## config.mk

```make
export PLATFORM = sky130hd
export DESIGN_NAME = sajw_top
export DESIGN_NICKNAME = d
export VERILOG_FILES = /design/src/logic/sajw_pkg.sv /design/src/logic/sajw_sync.sv /design/src/logic/sajw_top.sv
export VERILOG_INCLUDE_DIRS = /design/src /design/src/logic
export SDC_FILE = /design/constraint.sdc
export NUM_CORES = 1
export LEC_CHECK = 0
export ABC_AREA = 0
export BUFFER_PORTS_ARGS = -buffer_cell sky130_fd_sc_hd__buf_2
export CAP_MARGIN = 10
export CORE_MARGIN = 4
export CORE_UTILIZATION = 41
export DETAILED_ROUTE_END_ITERATION = 8
export GPL_ROUTABILITY_DRIVEN = 0
export PLACE_DENSITY_LB_ADDON = 0.3
export SYNTH_ARGS = -nofsm -noshare
export SYNTH_HDL_FRONTEND = slang
export SYNTH_SLANG_ARGS = --single-unit
```

## constraint.sdc

```tcl
create_clock -name clk -period 1.6 [get_ports clk]
set_clock_uncertainty 0.15 [all_clocks]
set_input_delay 0.08 -clock clk [delete_from_list [all_inputs] [get_ports clk]]
set_output_delay 0.08 -clock clk [all_outputs]
set_load 0.03 [all_outputs]
```

## src/logic/sajw_params.svh

```systemverilog
// Constants for the sleep, always-on and jack wake block
`ifndef SAJW_PARAMS_SVH
`define SAJW_PARAMS_SVH
// Reset values
`define SAJW_CLAMP_SEL_RST 3'h0
`define SAJW_CORE_CFG_RST 8'h00
// Width of the core-domain configuration word
`define SAJW_CORE_W 8
// Clamp select codes
`define SAJW_CLAMP_OFF 3'h0
`define SAJW_CLAMP_A_HI 3'h1
`define SAJW_CLAMP_A_LO 3'h2
`define SAJW_CLAMP_B_HI 3'h3
`define SAJW_CLAMP_B_LO 3'h4
`define SAJW_CLAMP_AND 3'h5
`define SAJW_CLAMP_OR 3'h6
`define SAJW_CLAMP_ON 3'h7
`endif

```

## src/logic/sajw_pkg.sv

```systemverilog
// Types for the sleep, always-on and jack wake block
package sajw_pkg;
	typedef enum logic [1:0] {SAJW_AWAKE, SAJW_ASLEEP, SAJW_WAKING} sajw_pwr_t;
endpackage

```

## src/logic/sajw_sync.sv

```systemverilog
// Three-stage pin synchroniser with agreement filter
`timescale 1ns/1ps
module sajw_sync (
	input  wire logic clk,
	input  wire logic sys_rst,
	input  wire logic pin_in,
	output logic      level_out
);
	logic [2:0] stage_reg;
	logic [2:0] stage_next;
	logic       level_reg;
	logic       level_next;

	// Next state: shift, update only when stages two and three agree
	always_comb begin
		stage_next = {stage_reg[1:0], pin_in};
		level_next = level_reg;
		if (stage_reg[1] == stage_reg[2]) begin
			level_next = stage_reg[2];
		end
	end

	// Registers
	always_ff @(posedge clk) begin
		if (sys_rst) begin
			stage_reg <= 3'h0;
			level_reg <= 1'b0;
		end else begin
			stage_reg <= stage_next;
			level_reg <= level_next;
		end
	end

	assign level_out = level_reg;
endmodule // sajw_sync

```

## src/logic/sajw_top.sv

```systemverilog
// Sleep control and always-on jack detect with interrupt
// Summary of operation
// Core supply loss enters sleep state
// Jack pin change raises interrupt in sleep
// Always-on registers keep values through sleep
// No register access while asleep
// Core-domain inputs ignored while asleep
// Core-domain outputs float while asleep
// Drivers and keepers off while asleep
// Interrupt normally low in sleep
// Only jack activity asserts interrupt asleep
// Sleep interrupt holds until wake-up
// Only core supply return wakes device
// Host asserts regulator enable to wake
// Host stops clocks before sleep; the host model and bench keep clk running in sleep
// Host stops register access before sleep
// Jack status follows jack pins when enabled
// Clamp status from selectable jack logic
// Jack and clamp statuses feed interrupts
// Jack interrupt logic stays always-on
// Wake-up resets core logic, keeps always-on
`timescale 1ns/1ps
`include "sajw_params.svh"
module sajw_top (
	input  wire logic                     clk,
	input  wire logic                     sys_rst,
	input  wire logic                     core_supply,
	input  wire logic                     regulator_enable_pin,
	input  wire logic                     jack_detect_in_a,
	input  wire logic                     jack_detect_in_b,
	input  wire logic                     jack_enable,
	input  wire logic [2:0]               clamp_logic_select,
	input  wire logic                     irq_src_en_a,
	input  wire logic                     irq_src_en_b,
	input  wire logic                     irq_src_en_clamp,
	input  wire logic                     cfg_wr,
	input  wire logic                     irq_clear,
	input  wire logic                     core_irq_event,
	input  wire logic [`SAJW_CORE_W-1:0]  core_pin_in,
	input  wire logic [`SAJW_CORE_W-1:0]  core_pin_out_val,
	output logic                          asleep,
	output logic                          jack_status_a,
	output logic                          jack_status_b,
	output logic                          clamp_status,
	output logic                          irq_req,
	output logic [2:0]                    irq_flags,
	output logic [2:0]                    clamp_sel_rd,
	output logic                          cfg_wr_refused,
	output logic [`SAJW_CORE_W-1:0]       core_pin_cfg,
	output logic [`SAJW_CORE_W-1:0]       core_pin_out,
	output logic [`SAJW_CORE_W-1:0]       core_pin_oe,
	output logic                          keeper_en
);
	// ====================================================
	// Pin synchronisers
	logic pin_a_s;
	logic pin_b_s;
	logic supply_s;

	sajw_sync u_sync_a (
		.clk       (clk),
		.sys_rst   (sys_rst),
		.pin_in    (jack_detect_in_a),
		.level_out (pin_a_s)
	);
	sajw_sync u_sync_b (
		.clk       (clk),
		.sys_rst   (sys_rst),
		.pin_in    (jack_detect_in_b),
		.level_out (pin_b_s)
	);
	sajw_sync u_sync_sup (
		.clk       (clk),
		.sys_rst   (sys_rst),
		.pin_in    (core_supply),
		.level_out (supply_s)
	);

	// ====================================================
	// Clamp function
	function automatic logic clamp_fn(input logic [2:0] sel, input logic a, input logic b);
		case (sel)
			`SAJW_CLAMP_OFF:  clamp_fn = 1'b0;
			`SAJW_CLAMP_A_HI: clamp_fn = a;
			`SAJW_CLAMP_A_LO: clamp_fn = ~a;
			`SAJW_CLAMP_B_HI: clamp_fn = b;
			`SAJW_CLAMP_B_LO: clamp_fn = ~b;
			`SAJW_CLAMP_AND:  clamp_fn = a & b;
			`SAJW_CLAMP_OR:   clamp_fn = a | b;
			default:          clamp_fn = 1'b1;
		endcase
	endfunction

	// ====================================================
	// Power state machine
	sajw_pkg::sajw_pwr_t pwr_reg;
	sajw_pkg::sajw_pwr_t pwr_next;

	// Sleep on supply loss, wake only on supply return
	always_comb begin
		pwr_next = pwr_reg;
		case (pwr_reg)
			sajw_pkg::SAJW_AWAKE: begin
				if (!supply_s) begin
					pwr_next = sajw_pkg::SAJW_ASLEEP;
				end
			end
			sajw_pkg::SAJW_ASLEEP: begin
				if (supply_s) begin
					pwr_next = sajw_pkg::SAJW_WAKING;
				end
			end
			sajw_pkg::SAJW_WAKING: begin
				pwr_next = supply_s ? sajw_pkg::SAJW_AWAKE : sajw_pkg::SAJW_ASLEEP;
			end
			default: pwr_next = sajw_pkg::SAJW_ASLEEP;
		endcase
	end

	// Sleep flag registered so the port comes straight from a flip-flop
	logic asleep_reg;
	logic asleep_next;
	assign asleep_next = (pwr_next != sajw_pkg::SAJW_AWAKE);

	// Power state and sleep flag registers
	always_ff @(posedge clk) begin
		if (sys_rst) begin
			pwr_reg    <= sajw_pkg::SAJW_ASLEEP;
			asleep_reg <= 1'b1;
		end else begin
			pwr_reg    <= pwr_next;
			asleep_reg <= asleep_next;
		end
	end

	logic sleeping;
	logic core_live;
	assign sleeping  = (pwr_reg != sajw_pkg::SAJW_AWAKE);
	assign core_live = (pwr_next == sajw_pkg::SAJW_AWAKE) && (pwr_reg == sajw_pkg::SAJW_AWAKE);

	// ====================================================
	// Always-on state: clamp select, jack status, flags, sleep irq
	logic [2:0] clamp_sel_reg;
	logic [2:0] clamp_sel_next;
	logic       jsa_reg;
	logic       jsa_next;
	logic       jsb_reg;
	logic       jsb_next;
	logic       clamp_reg;
	logic       clamp_next;
	logic [2:0] flags_reg;
	logic [2:0] flags_next;
	logic       slirq_reg;
	logic       slirq_next;
	logic       irq_reg;
	logic       irq_next;
	logic       refused_reg;
	logic       refused_next;
	logic [2:0] edges;
	logic [2:0] src_en;

	assign src_en = {irq_src_en_clamp, irq_src_en_b, irq_src_en_a};

	always_comb begin
		clamp_sel_next = clamp_sel_reg;
		refused_next   = 1'b0;
		// Writes only while awake; refused while asleep
		if (cfg_wr) begin
			if (sleeping) begin
				refused_next = 1'b1;
			end else begin
				clamp_sel_next = clamp_logic_select;
			end
		end
		jsa_next   = jack_enable ? pin_a_s : 1'b0;
		jsb_next   = jack_enable ? pin_b_s : 1'b0;
		clamp_next = clamp_fn(clamp_sel_reg, jsa_reg, jsb_reg);
		// Both edges of each status are events
		edges = {clamp_next ^ clamp_reg, jsb_next ^ jsb_reg, jsa_next ^ jsa_reg} & src_en;
		// Set wins over clear; no clear while asleep
		flags_next = flags_reg;
		if (irq_clear && !sleeping) begin
			flags_next = 3'h0;
		end
		flags_next = flags_next | edges;
		// Sleep irq latches on jack events, releases after wake
		slirq_next = slirq_reg;
		if (sleeping && (|edges)) begin
			slirq_next = 1'b1;
		end else if (pwr_reg == sajw_pkg::SAJW_AWAKE && irq_clear) begin
			slirq_next = 1'b0;
		end
		// From the sleep-entry edge on, only the sleep irq drives the pin
		if (pwr_next != sajw_pkg::SAJW_AWAKE) begin
			irq_next = slirq_next;
		end else begin
			irq_next = (|flags_next) | slirq_next | core_irq_event;
		end
	end

	always_ff @(posedge clk) begin
		if (sys_rst) begin
			clamp_sel_reg <= `SAJW_CLAMP_SEL_RST;
			jsa_reg       <= 1'b0;
			jsb_reg       <= 1'b0;
			clamp_reg     <= 1'b0;
			flags_reg     <= 3'h0;
			slirq_reg     <= 1'b0;
			irq_reg       <= 1'b0;
			refused_reg   <= 1'b0;
		end else begin
			clamp_sel_reg <= clamp_sel_next;
			jsa_reg       <= jsa_next;
			jsb_reg       <= jsb_next;
			clamp_reg     <= clamp_next;
			flags_reg     <= flags_next;
			slirq_reg     <= slirq_next;
			irq_reg       <= irq_next;
			refused_reg   <= refused_next;
		end
	end

	// ====================================================
	// Core-domain logic: reset by sleep, inputs ignored, outputs off
	logic [`SAJW_CORE_W-1:0] ccfg_reg;
	logic [`SAJW_CORE_W-1:0] ccfg_next;
	logic [`SAJW_CORE_W-1:0] cout_reg;
	logic [`SAJW_CORE_W-1:0] cout_next;
	logic [`SAJW_CORE_W-1:0] coe_reg;
	logic [`SAJW_CORE_W-1:0] coe_next;
	logic                    keep_reg;
	logic                    keep_next;

	always_comb begin
		if (!core_live) begin
			ccfg_next = `SAJW_CORE_CFG_RST;
			cout_next = `SAJW_CORE_CFG_RST;
			coe_next  = `SAJW_CORE_CFG_RST;
			keep_next = 1'b0;
		end else begin
			ccfg_next = core_pin_in;
			cout_next = core_pin_out_val;
			coe_next  = {`SAJW_CORE_W{1'b1}};
			keep_next = 1'b1;
		end
	end

	always_ff @(posedge clk) begin
		if (sys_rst) begin
			ccfg_reg <= `SAJW_CORE_CFG_RST;
			cout_reg <= `SAJW_CORE_CFG_RST;
			coe_reg  <= `SAJW_CORE_CFG_RST;
			keep_reg <= 1'b0;
		end else begin
			ccfg_reg <= ccfg_next;
			cout_reg <= cout_next;
			coe_reg  <= coe_next;
			keep_reg <= keep_next;
		end
	end

	// ====================================================
	// Outputs
	assign asleep         = asleep_reg;
	assign jack_status_a  = jsa_reg;
	assign jack_status_b  = jsb_reg;
	assign clamp_status   = clamp_reg;
	assign irq_req        = irq_reg;
	assign irq_flags      = flags_reg;
	assign clamp_sel_rd   = clamp_sel_reg;
	assign cfg_wr_refused = refused_reg;
	assign core_pin_cfg   = ccfg_reg;
	assign core_pin_out   = cout_reg;
	assign core_pin_oe    = coe_reg;
	assign keeper_en      = keep_reg;
endmodule // sajw_top

```

Word level (Yosys, flattened, before mapping)
Cells that the tools add are included.

operators by class
  bitwise gates (word level) = 14
  add/subtract/negate cells = 0
  reductions and logical operators = 15
  shifts and indexed selects = 0
  order comparisons = 0
  multiply operators = 0
  equality and inequality tests = 11
  muxes and demuxes = 14
  div/mod/pow operators = 0

operators with widths
  cell                  number
  $eq A3 B3 Y1 const B  3
  $mux W1               8
  $mux W8               1
  $pmux W1 S7           1
  $eq A3 B2 Y1 const B  2
  $pmux W2 S3           1
  $reduce_or A3 Y1      2
  $not A1 Y1            5
  $logic_and A1 B1 Y1   4
  $logic_not A2 Y1      2
  $mux W2               2
  $reduce_bool A2 Y1    2
  $reduce_or A2 Y1      2
  $and A3 B3 Y3         1
  $eq A1 B1 Y1          3
  $eq A3 B1 Y1 const B  1
  $logic_not A3 Y1      1
  $mux W3               1
  $or A1 B1 Y1          3
  $or A3 B3 Y3          1
  $xor A1 B1 Y1         3
  $eq A2 B1 Y1 const B  1
  $eq A2 B2 Y1 const B  1
  $reduce_and A2 Y1     1
  other kinds (2)       2

word-level totals
  input port bits = 32
  register bits after elaboration = 52
  memory bits (read-only) = 0
  word-level logic and storage cells = 74
  memories = 0
  bits in latches = 0
  bits in writable memories = 0

Depth between registers and ports, before layout
  depth after elaboration = 10
  mapped depth = 6
  depth with buffers taken out = 5

Cells and area by module
A second synthesis with hierarchy kept.

second synthesis, totals
  cells, all modules = 150
  area total of the unflattened synthesis = 1,557.7 um^2

by module, submodules not included
  module     area each (um^2)  cells each  times used
  sajw_top   1,219.9           120         1
  sajw_sync  112.6             10          3

Worst setup path before layout
OpenSTA, ideal clock, no wires.

  kind = reg2reg
  from = register jsb_reg (netlist: jack_status_b)
  to = register irq_reg (netlist: irq_req)
  clock period less this slack = 1,746 ps
  arrival time = 1,462 ps
  stages on the path, launching flop included = 6
  setup slack = -146 ps
  path buffers = 0
  cell sequence = dfxtp_1 -> and4bb_4 -> nor4_4 -> a21boi_1 -> o211ai_1 -> nand4_1

between the ends
  word-level cells in the longest chain between the ends = 10
  elaborated cells between the ends (all ways) = 15

RTL lines
  element                               RTL line         text
  from (decl)                           sajw_top.sv:147  logic jsb_reg;
  from (signal assigned)                sajw_top.sv:214  jsb_reg <= jsb_next;
  $or A1 B1 Y1 (tied with other cells)  sajw_top.sv:89   `SAJW_CLAMP_OR: clamp_fn = a | b;
  $pmux W1 S7                           sajw_top.sv:82   case (sel)
  $xor A1 B1 Y1                         sajw_top.sv:179  edges = {clamp_next ^ clamp_reg, jsb_next ^ jsb_reg, jsa_next ^ jsa_reg} & src_en;
  $and A3 B3 Y3 *                       sajw_top.sv:179
  $reduce_or A3 Y1                      sajw_top.sv:188  if (sleeping && (|edges)) begin
  $logic_and A1 B1 Y1                   sajw_top.sv:188
  $mux W1                               sajw_top.sv:188
  $or A1 B1 Y1 (2 in a row)             sajw_top.sv:197  irq_next = (|flags_next) | slirq_next | core_irq_event;
  $mux W1 *                             sajw_top.sv:194  if (pwr_next != sajw_pkg::SAJW_AWAKE) begin
  to (signal assigned)                  sajw_top.sv:218  irq_reg <= irq_next;
  to (decl)                             sajw_top.sv:155  logic irq_reg;

Every way passes the cells marked *; elsewhere a longest branch is shown, timed or not.
A chain may end at the register's enable or synchronous reset.

Worst setup path after layout
  from = register clamp_sel_reg[2] (netlist: clamp_sel_rd[2])
  to = register flags_reg[2] (netlist: irq_flags[2])

between the ends
  word-level cells in the longest chain between the ends = 5
  elaborated cells between the ends (all ways) = 11

RTL lines
  element                               RTL line         text
  from (decl)                           sajw_top.sv:143  logic [2:0] clamp_sel_reg;
  from (signal assigned)                sajw_top.sv:203  clamp_sel_reg <= `SAJW_CLAMP_SEL_RST;
  from (signal assigned)                sajw_top.sv:212  clamp_sel_reg <= clamp_sel_next;
  $eq A3 B3 Y1 (tied with other cells)  sajw_top.sv:82
  $pmux W1 S7 *                         sajw_top.sv:82
  $xor A1 B1 Y1 *                       sajw_top.sv:179
  $and A3 B3 Y3 *                       sajw_top.sv:179
  $or A3 B3 Y3 *                        sajw_top.sv:185  flags_next = flags_next | edges;
  to (signal assigned)                  sajw_top.sv:216  flags_reg <= flags_next;
  to (decl)                             sajw_top.sv:151  logic [2:0] flags_reg;

Marks and branches as above.

==> flow_summary.ini <==
[status]
outcome = finished, final reports clean

[final_layout]
insertedDiodeCount = 0
final_area_mm2 = 0.00233
final_cell_mix = buf_2 (67), dfxtp_1 (39), dlygate4sd3_1 (30), and2_1 (17), nand2_1 (14)
layout-drive-gt1-share = 0.384
final_cells = 298
syn_to_final_growth_pct = 50.5
layout.nets = 281
layout_commonest_cell = buf_2

[power]
combPwrFrac = 0.065
ir_worst_vdd_mv = 0.660
total_power_mw = 1.94
p_leak_nw = 1.12
clock_power_share = 0.365
swShare = 0.207
seqPwrFrac = 0.570
internal-power_mw = 1.54
power_switching_mw = 0.401
power_density_mw_per_mm2 = 831

[drt]
first_pass_iters = 4
drt_iter0_drc = 111
avgViaCountPerCell = 4.55
drcViolationCount = 0
postRouteAntennaNets = 0
wl_per_cell_um = 11.7
num_vias = 1357
wl_um = 3500

[logic_synthesis]
synth_edf_count = 0
ys_ff_latch = 44
syn_area_mm2 = 0.00155
syn_inst = 152
syn_nets = 184
syn_avg_cell_area_um2 = 10.2
synth_flop_cell = dfxtp_1
synth_top_area_cell = dfxtp_1
synth_cell_types = 33
synth.area.top_cells = dfxtp_1 (57%), and2_1 (6.9%), buf_4 (3.9%), nor2b_1 (3.6%), nand2_1 (3.4%)
synth_warnings = 0
async_flop_share = 0
synth.top_cell.area_share = 0.569
seq_area_frac_synth = 0.569

[sta]
maxSlewHeadroom = 0.836
min_period_ns = 1.56
worst_pin_slew_ns = 0.245
fmax_mhz = 640
finalMaxSlewViolations = 0
hold_ws_ns = 0.122
fin_crit_sh = 0.976
hold_viol_final = 0
rsz0062_at_grt = true
setup_viol = 0

[die]
die_h_um = 69.4
ios = 69
die_area_mm2 = 0.00482
die_w_um = 69.4
fp-row-count = 22
start_util = 0.423
fp.coreArea_mm2 = 0.00366

[setup_path]
cp_cell_sequence = and4bb_4 -> nor4_4 -> and3b_2 -> o21ai_1 -> a21oi_1
cp.arrival_ns = 1.63
max_stage_delay_ns = 0.36
cp-end-kind = flip-flop
reg2reg_slack_ns = 0.04
path_class = flip-flop to flip-flop
worstPathRequired_ns = 1.67
crit_path_max_fanout = 4
critPathLaunchType = flip-flop
cp_top_family = simple AND/OR/NAND/NOR gates
path_buf_inv = 0
critPathSlowestCell = dfxtp_4

[placed_design]
place_inst = 259
portBuffers = 67
dp_hpwl_um = 2230
placed_cell_area_mm2 = 0.00190

[global_route]
track_usage = 0.147
antenna_found_initial = 0
grt_pass1_vias = 1200
grt_pass1_wl_um = 5580
grt_max_degree = 19
grt_overflow = 0

[flow_run]
maxCapViolCount = 0

[clock_tree]
htreeDepth = 2
ctsLongestPathBuffers = 2
clock_latency_ns = 0.29
cts-root-buf = clkbuf_8
cts_buffers = 5
clock_sinks = 44
clk_pin_slew_ns = 0.08
cts_tree = done

[worst_hold_path]
hold_path.class = input port to flip-flop
==> kinds of logic after synthesis <==
logic type / count (synthesis) / synth area share
DFF: 44 / 0.569
buffers and inverters: 14 / 0.0550
AOI/OAI and AO/OA: 26 / 0.0994
and+or+nand+nor: 68 / 0.276
==> synth_stat cells, types with 2 or more instances <==
cell type  number
inv_1           2
o21ai_1         4
a21boi_1        3
buf_4           8
and3b_1         2
dfxtp_1        44
buf_2           2
nand2_1        14
and3_1          4
nor2_1          7
nand3_1         3
nor3b_2         2
o21ai_0         4
nor2b_1         9
a21oi_1        10
and2_1         17
==> final cells by class <==
| type | instances | area, µm² |
|---|---|---|
| clock inverters | 1 | 7.51 |
| flip-flops and latches | 44 | 895 |
| multi-input cells | 94 | 604 |
| repair buffers | 101 | 666 |
| well taps | 48 | 60.1 |
| clock buffers | 7 | 86.3 |
| inverters | 3 | 11.3 |
| fillers | 323 | 1330 |
==> what timing repair did <==
action                     4_1_cts  5_1_grt
setup endpoints to repair        0        3
hold buffers                    30        0
gates resized for setup          0        9
buffers inserted                 0        1
hold endpoints to repair        30        0
==> metal layers <==
metal	GRT usage	wire length [µm]	vias to the layer above
li1	-	-	694
met1	0.171	1390	610
met2	0.246	1830	49
met3	0.0580	249	4
met4	0.0521	29	0
met5	0	0	-
==> worst paths after layout <==
check	startpoint	endpoint	cells past startpoint
worst max-delay path	clamp_sel_rd[2]	irq_flags[2]	5
worst min register to register	u_sync_sup.stage_reg[0]	u_sync_sup.stage_reg[1]	1
worst max register to register	clamp_sel_rd[2]	irq_flags[2]	5
worst min-delay path	jack_enable	irq_flags[1]	4
==> through the flow <==
stage / util / TNS [ns] / setup WS, ns
CTS: 0.627 / 0 / 0.0245
detailed placement: 0.519 / 0 / 0.0326
global placement: 0.519 / 0 / 0.0512
global route: 0.636 / -0.0564 / -0.0334
finish: 0.636 / 0 / 0.0385
floorplan: - / 0 / 0.0123
==> worst reg2reg max path, stage by stage, from the launching register on <==
cell and delay, ns:
dfxtp_4 0.36, and4bb_4 0.23, nor4_4 0.29, and3b_2 0.26
o21ai_1 0.07, a21oi_1 0.13
==> power groups by stage <==
stage	registers [mW]	clock network, mW	logic (mW)
3_3_place_gp	1.13	0	0.0656
3_5_place_dp	1.13	0	0.0666
5_1_grt	1.11	0.783	0.139
2_1_floorplan	1.14	0	0.0190
6_report	1.10	0.707	0.126
4_1_cts	1.11	0.736	0.123
No activity file was read; power rests on OpenSTA's default activity.
